$ cat config.mk
export PLATFORM = sky130hd
export DESIGN_NAME = sarcv_core
export DESIGN_NICKNAME = d
export VERILOG_FILES = /design/src/sarcv_pkg.sv /design/src/sarcv_core.sv /design/src/sarcv_fifo.sv
export VERILOG_INCLUDE_DIRS = /design/src
export SDC_FILE = /design/constraint.sdc
export NUM_CORES = 1
export LEC_CHECK = 0
export BUFFER_PORTS_ARGS = -buffer_cell sky130_fd_sc_hd__buf_2
export CORE_ASPECT_RATIO = 1.4
export CORE_MARGIN = 2
export CORE_UTILIZATION = 55
export CTS_BUF_LIST = sky130_fd_sc_hd__clkbuf_8
export CTS_CLUSTER_SIZE = 28
export DETAILED_ROUTE_END_ITERATION = 10
export HOLD_SLACK_MARGIN = 0.08
export PLACE_DENSITY = 0.77
export SETUP_SLACK_MARGIN = 0.4
export SLEW_MARGIN = 15
export SYNTH_ARGS = -nofsm -noshare
export SYNTH_HDL_FRONTEND = slang
export SYNTH_HIERARCHICAL = 1
export SYNTH_SLANG_ARGS = --single-unit
$ cat constraint.sdc
create_clock -name clk -period 9.09 [get_ports clk]
set_input_delay 1.818 -clock clk [delete_from_list [all_inputs] [get_ports clk]]
set_output_delay 1.818 -clock clk [all_outputs]
set_load 0.05 [all_outputs]
$ cat src/sarcv_consts.svh
`ifndef SARCV_CONSTS_SVH
`define SARCV_CONSTS_SVH

// Clock period in ns (20 MHz)
`define SARCV_CLK_NS 50
// Conversion time in ns, and its count of cycles (longest time, rounded down)
`define SARCV_CONV_NS 2200
`define SARCV_CONV_CYC ((`SARCV_CONV_NS) / (`SARCV_CLK_NS))
// Old result stays valid this long in ns; count of cycles, rounded down
`define SARCV_PREV_NS 2200
`define SARCV_PREV_CYC ((`SARCV_PREV_NS) / (`SARCV_CLK_NS))
// Result width and byte width
`define SARCV_RES_W 16
`define SARCV_BYTE_W 8
// Reset values
`define SARCV_RESULT_RST 16'h0000
// Output code points
`define SARCV_CODE_POS_FS 16'h7FFF
`define SARCV_CODE_MID 16'h0000
`define SARCV_CODE_MINUS1 16'hFFFF
`define SARCV_CODE_NEG_FS 16'h8000
// Sample FIFO depth
`define SARCV_FIFO_DEPTH 4

`endif

$ cat src/sarcv_pkg.sv
package sarcv_pkg;

    typedef enum logic [1:0] {
        SARCV_TRACK = 2'b00,
        SARCV_CONV  = 2'b01,
        SARCV_DONE  = 2'b10
    } sarcv_state_e;

    typedef struct packed {
        logic        select_n;
        logic        read_not_convert;
        logic        byte_sel;
    } sarcv_ctrl_s;

    typedef logic [15:0] sarcv_word_t;

endpackage : sarcv_pkg

$ cat src/sarcv_core.sv
`timescale 1ns/1ps
`default_nettype none
`include "sarcv_consts.svh"

// Behaviour
// - Select low, busy high, FIFO not empty, convert line falling starts a conversion.
// - Select low, convert line rising drives the result bus.
// - Busy low from conversion start until new result is registered.
// - Result is 16-bit two's complement, MSB on top bus line.
// - Codes: +FS 7FFF, mid 0000, minus one step FFFF, -FS 8000.
// - Sampler tracks again as soon as a conversion finishes.
// - Select and convert both low, with a sample in the FIFO, puts sampler to hold, starts conversion.
// - Convert line falling during busy aborts and resets the converter.
// - Select and convert lines combine as a level-sensitive OR.
// - Select tied low: bus enabled whenever convert line is high.
// - Select high: no conversion start (convert line falling while busy still aborts), result bus high impedance.
// - Conversion start puts or keeps the bus in high impedance.
// - After completion, select low and convert line high show latest result.
// - Bus enabled during conversion shows the previous result.
// - Previous result stays valid 2.2 us after conversion start.
// - Bus driven only with convert line high and select low.
// - Result readable as one word or two bytes.
// - Byte select low gives upper byte, high gives lower byte.
module sarcv_core #(
    parameter int CONV_CYCLES = `SARCV_CONV_CYC,
    parameter int PREV_CYCLES = `SARCV_PREV_CYC,
    parameter int FIFO_DEPTH  = `SARCV_FIFO_DEPTH
) (
    input  wire logic                     clk,
    input  wire logic                     srst,
    input  wire logic                     select_n,
    input  wire logic                     read_not_convert,
    input  wire logic                     byte_sel,
    input  wire logic                     sample_valid,
    output logic                          sample_ready,
    input  wire logic [`SARCV_RES_W-1:0]  sample_code,
    output logic                          busy_n,
    output logic                          track,
    output logic                          prev_valid,
    output logic      [`SARCV_RES_W-1:0]  result_bus_o,
    output logic      [`SARCV_RES_W-1:0]  result_bus_oe
);
    localparam int CW = $clog2(CONV_CYCLES + 1);
    localparam int AGW = $clog2(PREV_CYCLES + 1);

    // Pin synchronisers: first stage read only by second stage
    sarcv_pkg::sarcv_ctrl_s sync1;
    sarcv_pkg::sarcv_ctrl_s sync2;
    sarcv_pkg::sarcv_ctrl_s prev;

    sarcv_pkg::sarcv_state_e state;
    sarcv_pkg::sarcv_state_e next_state;

    logic [CW-1:0]           conv_cnt;
    logic [CW-1:0]           next_conv_cnt;
    logic [AGW-1:0]          age_cnt;
    sarcv_pkg::sarcv_word_t  result;
    sarcv_pkg::sarcv_word_t  held;
    logic                    held_ok;

    // FIFO output side, and FIFO input ready
    logic                    fifo_valid;
    logic                    fifo_ready;
    sarcv_pkg::sarcv_word_t  fifo_data;
    logic                    sample_ready_w;

    always_ff @(posedge clk) begin
        if (srst) begin
            sync1 <= '{select_n: 1'b1, read_not_convert: 1'b1, byte_sel: 1'b0};
            sync2 <= '{select_n: 1'b1, read_not_convert: 1'b1, byte_sel: 1'b0};
            prev  <= '{select_n: 1'b1, read_not_convert: 1'b1, byte_sel: 1'b0};
        end else begin
            sync1 <= '{select_n: select_n, read_not_convert: read_not_convert,
                       byte_sel: byte_sel};
            sync2 <= sync1;
            prev  <= sync2;
        end
    end

    wire cmd_low      = !sync2.select_n && !sync2.read_not_convert;
    wire cmd_low_prev = !prev.select_n && !prev.read_not_convert;
    wire cmd_fall     = cmd_low && !cmd_low_prev;
    // convert line falling while busy, select ignored
    wire rc_fall      = !sync2.read_not_convert && prev.read_not_convert;
    wire is_busy      = (state == sarcv_pkg::SARCV_CONV);
    wire abort        = is_busy && rc_fall;
    wire start        = !is_busy && cmd_fall && fifo_valid;
    wire conv_end     = is_busy && !abort && (conv_cnt == CW'(CONV_CYCLES - 1));

    // bus enable only when select low and convert line high
    wire bus_en       = !sync2.select_n && sync2.read_not_convert;
    wire [`SARCV_BYTE_W-1:0] lane_hi = result[`SARCV_RES_W-1:`SARCV_BYTE_W];
    wire [`SARCV_BYTE_W-1:0] lane_lo = result[`SARCV_BYTE_W-1:0];
    wire [`SARCV_BYTE_W-1:0] lane_sel = sync2.byte_sel ? lane_lo : lane_hi;

    always_comb begin
        next_state    = state;
        next_conv_cnt = conv_cnt;
        case (state)
            sarcv_pkg::SARCV_TRACK: begin
                if (start) begin
                    next_state    = sarcv_pkg::SARCV_CONV;
                    next_conv_cnt = '0;
                end
            end
            sarcv_pkg::SARCV_CONV: begin
                if (abort) begin
                    next_state    = sarcv_pkg::SARCV_TRACK;
                    next_conv_cnt = '0;
                end else if (conv_end) begin
                    next_state = sarcv_pkg::SARCV_DONE;
                end else begin
                    next_conv_cnt = conv_cnt + 1'b1;
                end
            end
            sarcv_pkg::SARCV_DONE: begin
                // back to tracking, new command not lost
                if (start) begin
                    next_state    = sarcv_pkg::SARCV_CONV;
                    next_conv_cnt = '0;
                end else begin
                    next_state = sarcv_pkg::SARCV_TRACK;
                end
            end
            default: begin
                next_state = sarcv_pkg::SARCV_TRACK;
            end
        endcase
    end

    // One sample taken from the FIFO per conversion start
    assign fifo_ready = start;

    always_ff @(posedge clk) begin
        if (srst) begin
            state    <= sarcv_pkg::SARCV_TRACK;
            conv_cnt <= '0;
        end else begin
            state    <= next_state;
            conv_cnt <= next_conv_cnt;
        end
    end

    // Sample held at start; register updated at end of conversion
    always_ff @(posedge clk) begin
        if (srst) begin
            held    <= `SARCV_RESULT_RST;
            held_ok <= 1'b0;
            result  <= `SARCV_RESULT_RST;
        end else begin
            if (start) begin
                held    <= fifo_data;
                held_ok <= 1'b1;
            end else if (abort) begin
                held_ok <= 1'b0;
            end
            // code points kept as given by the sampler
            if (conv_end && held_ok) begin
                result <= held;
            end
        end
    end

    // age counter for validity of the old result
    always_ff @(posedge clk) begin
        if (srst) begin
            age_cnt    <= '0;
            prev_valid <= 1'b1;
        end else if (start) begin
            age_cnt    <= '0;
            prev_valid <= 1'b1;
        end else if (is_busy) begin
            if (age_cnt == AGW'(PREV_CYCLES - 1)) begin
                prev_valid <= 1'b0;
            end else begin
                age_cnt <= age_cnt + 1'b1;
            end
        end else begin
            prev_valid <= 1'b1;
        end
    end

    // busy low through conversion, high once result stored
    always_ff @(posedge clk) begin
        if (srst) begin
            busy_n <= 1'b1;
            track  <= 1'b1;
        end else begin
            busy_n <= (next_state != sarcv_pkg::SARCV_CONV);
            track  <= (next_state != sarcv_pkg::SARCV_CONV);
        end
    end

    // drive on enable; select tied low follows convert line
    // select high keeps bus off; start keeps bus off
    // latest result; previous result during conversion
    always_ff @(posedge clk) begin
        if (srst) begin
            result_bus_o  <= '0;
            result_bus_oe <= '0;
        end else if (bus_en) begin
            result_bus_o  <= {result[`SARCV_RES_W-1:`SARCV_BYTE_W], lane_sel};
            result_bus_oe <= '1;
        end else begin
            result_bus_o  <= '0;
            result_bus_oe <= '0;
        end
    end

    // Sampler front end: host or model pushes codes here
    sarcv_fifo #(
        .WIDTH (`SARCV_RES_W),
        .DEPTH (FIFO_DEPTH)
    ) u_fifo (
        .clk       (clk),
        .srst      (srst),
        .in_valid  (sample_valid),
        .in_ready  (sample_ready_w),
        .in_data   (sample_code),
        .out_valid (fifo_valid),
        .out_ready (fifo_ready),
        .out_data  (fifo_data)
    );

    always_ff @(posedge clk) begin
        if (srst) begin
            sample_ready <= 1'b0;
        end else begin
            sample_ready <= sample_ready_w;
        end
    end

endmodule : sarcv_core

`default_nettype wire

$ cat src/sarcv_fifo.sv
`timescale 1ns/1ps
`default_nettype none

module sarcv_fifo #(
    parameter int WIDTH = 16,
    parameter int DEPTH = 4
) (
    input  wire logic             clk,
    input  wire logic             srst,
    input  wire logic             in_valid,
    output logic                  in_ready,
    input  wire logic [WIDTH-1:0] in_data,
    output logic                  out_valid,
    input  wire logic             out_ready,
    output logic      [WIDTH-1:0] out_data
);
    localparam int AW = (DEPTH > 1) ? $clog2(DEPTH) : 1;

    logic [WIDTH-1:0] mem [DEPTH];
    logic [AW-1:0]    wr_ptr;
    logic [AW-1:0]    rd_ptr;
    logic [AW:0]      count;

    wire push = in_valid && in_ready;
    wire pop  = out_valid && out_ready;
    wire [AW-1:0] wr_inc = (wr_ptr == AW'(DEPTH - 1)) ? '0 : wr_ptr + 1'b1;
    wire [AW-1:0] rd_inc = (rd_ptr == AW'(DEPTH - 1)) ? '0 : rd_ptr + 1'b1;

    assign in_ready  = (count != (AW + 1)'(DEPTH));
    assign out_valid = (count != '0);
    assign out_data  = mem[rd_ptr];

    always_ff @(posedge clk) begin
        if (push) begin
            mem[wr_ptr] <= in_data;
        end
    end

    always_ff @(posedge clk) begin
        if (srst) begin
            wr_ptr <= '0;
            rd_ptr <= '0;
            count  <= '0;
        end else begin
            if (push) begin
                wr_ptr <= wr_inc;
            end
            if (pop) begin
                rd_ptr <= rd_inc;
            end
            if (push && !pop) begin
                count <= count + 1'b1;
            end else if (pop && !push) begin
                count <= count - 1'b1;
            end
        end
    end

endmodule : sarcv_fifo

`default_nettype wire

==> flow_summary.yaml <==
route:
  dr.pass1.iters: 5
  via_per_inst: 5.241
  drtIter0Drc: 221
  wl_per_cell_um: 14.42
  final_antenna_net_count: 0
  drc: 0
  vias: 3244
  routed_wirelength_um: 8924
finish:
  drive_above_1_share_pct: 25.21
  final_net_count: 502
  antenna_cells: 0
  final_cells: 619
  fin_util_pct: 62.83
  final_cell_mix: "dfxtp_1 (83), edfxtp_1 (64), buf_2 (57)"
  area_growth_pct: 11.09
  layout_commonest_cell: "dfxtp_1"
synthesis:
  ys_warn_count: 6
  synth_top_area_share_pct: 34.14
  synth.avg_cell_area_um2: 13.12
  syn_nets: 460
  syn_area_mm2: 0.005629
  synth-main-ff-cell: "dfxtp_1"
  ys_ff_latch: 148
  synth_edf_count: 64
  ys_seq_area_share_pct: 64.01
  synth_cell_types: 50
  synth_top_area_cell: "edfxtp_1"
  async_reset_ff_share_pct: 0
  syn_inst: 429
  ys_top_cells_by_area: "edfxtp_1 (34%), dfxtp_1 (30%), mux4_2 (6.4%)"
critical_path:
  startpoint_type: "flop"
  endpoint_kind: "flop"
  r2r_slack_ps: 5560
  crit_type: "reg2reg"
  required_ps: 9450
  cp.arrival_ps: 3890
  cp-startpoint: "u_fifo/count[1]$_SDFFE_PP0P_"
  r2r_start: "u_fifo/count[1]$_SDFFE_PP0P_"
  cp_max_fo: 23
sta:
  timing.final.crit_share_pct: 38.83
  setup_slack_ps: 5561
  fin_crit_ps: 3529
  maxSlewViolCount: 0
  setup_tns_ps: 0
  final.setup_skew_ps: 7.101
  fmax_ghz: 0.2833
  whs_ps: 416.6
  hold_viol: 0
  finalSetupViolCount: 0
  relSlewSlack_pct: 42.04
  rsz0062_at_grt: "false"
  worstMarginPinSlew_ps: 861.4
placement:
  dp_cells: 587
  hpwl_um: 5977
  dp_slack_ps: 5556
  place.gp.congestion: 0.7471
  io_buffers: 57
floorplanning:
  fp.dieH_um: 123.7
  start_util_pct: 56.56
  coreArea_mm2: 0.009953
  pin_count: 58
  std_cell_rows: 43
  die_area_mm2: 0.01107
  die_w_um: 89.50
global_routing:
  grt.overflow.total: 0
  grt_max_degree: 72
  grtUsageTotal_pct: 17.60
  first_global_vias: 3111
  grt_pass1_wl_um: 14570
  antenna_found_initial: 0
clock_network:
  cts_tree: "done"
  root_buffer: "clkbuf_8"
  cts_buffer_depth: 2
  postCtsSetupBuffers: 0
  cts_sinks: 148
  cts.htree.levels: 4
  cts_buffers: 17
  holdBufCountCts: 0
  clk_latency_ps: 430
  clkSlewWorstSetupHoldPaths_ps: 80
  cts_resized: 0
worst_hold_path:
  min_from: "sync1[1]$_SDFF_PP1_"
  hold_path_class: "reg2reg"
pwr:
  powerDensity_mw_per_mm2: 205.0
  vdd_ir_drop_max_mv: 0.1175
  p_leak_nw: 2.296
outcome:
  status: "completed"
job:
  maxCapViolations: 0
-- worst max-delay path, stage by stage, from the launching register on --
cell      delay [ps]
dfxtp_1          360
or3_2            490
nand2b_1         140
or3_1            480
inv_2            290
o31ai_1          230
ha_1             290
inv_1             60
fa_1             380
xor2_1           160
or3_2            400
a21oi_1          150
-- synthesized netlist by cell type, types with 2 or more instances --
| library cell | n |
|---|---|
| buf_4 | 17 |
| and3_1 | 9 |
| nand2b_1 | 6 |
| or3_2 | 2 |
| nor4_1 | 2 |
| nor2b_1 | 6 |
| mux2i_1 | 28 |
| and3_2 | 4 |
| o31ai_1 | 3 |
| inv_1 | 9 |
| ha_1 | 8 |
| nand2_1 | 37 |
| buf_2 | 5 |
| nand3_1 | 4 |
| or2_2 | 5 |
| or3_1 | 6 |
| a21oi_1 | 21 |
| o21ai_0 | 6 |
| xor2_1 | 5 |
| dfxtp_1 | 84 |
| xnor2_1 | 2 |
| clkbuf_1 | 11 |
| o32ai_1 | 3 |
| nand4_1 | 3 |
| a211oi_1 | 3 |
| mux4_2 | 16 |
| nor2_1 | 31 |
| edfxtp_1 | 64 |
| nor3_1 | 8 |
-- metal layers --
metal | part of all wire [%] | wire [um] | vias to the layer above | global-route usage [%]
met1 | 43 | 3814 | 1527 | 21.11
met4 | 2.2 | 194 | 0 | 7.369
met3 | 4.4 | 397 | 17 | 5.500
met5 | 0 | 0 | - | 0
met2 | 51 | 4517 | 90 | 29.12
li1 | - | - | 1610 | -
-- cell type report --
class                      instances  area, um^2
sequential                       148        3605
inverter                          10       37.54
multi-input combinational        235        1774
clock inverter                    15       133.9
fill                             743        3700
clock buffer                      17       234.0
timing repair buffer              59       300.3
tap                              135       168.9
-- logic make-up (layout without fill, tap and decap cells) --
family | Yosys count | count (layout) | share of synthesized area (%)
simple gates | 131 | 131 | 12.03
xor+xnor | 7 | 7 | 1.089
fa+ha+maj | 9 | 9 | 2.134
buf+inv | 46 | 101 | 4.467
compound gates | 44 | 44 | 4.890
mux | 44 | 44 | 11.38
flops | 148 | 148 | 64.01
-- final timing paths --
path	endpoint	depth (start not counted)
max reg2reg	u_fifo/count[2]$_SDFFE_PP0P_	11
min reg2reg	sync2[1]$_SDFF_PP1_	1
max	u_fifo/count[2]$_SDFFE_PP0P_	11
min	sync2[1]$_SDFF_PP1_	1
-- flip-flops by register name, summed over array words and instances, names as in the netlist, 2 cells and up, named ones only --
| signal | flops |
|---|---|
| u_fifo/mem | 64 |
| result | 16 |
| prev | 2 |
| conv_cnt | 6 |
| u_fifo/wr_ptr | 2 |
| held | 16 |
| state | 2 |
| u_fifo/count | 3 |
| u_fifo/rd_ptr | 2 |
| age_cnt | 6 |
| sync2 | 3 |
| sync1 | 3 |
| result_bus_o | 16 |
-- power breakdown --
part	total (mW)	leakage (nW)	switching, mW	internal, mW
clock network	0.460	0.192	0.242	0.218
logic	0.0839	0.838	0.0513	0.0326
registers	0.738	1.27	0.0130	0.725
total	1.28	2.30	0.306	0.976
-- through the flow --
| stage | cell area (um^2) | total power, mW |
|---|---|---|
| floorplan | 5629 | 0.8129 |
| global placement | 5884 | 0.8320 |
| detailed placement | 5884 | 0.8379 |
| CTS | 6252 | 1.295 |
| global route | 6254 | 1.333 |
| finish | 6254 | 1.282 |
Power figures use the tool's default switching activity.
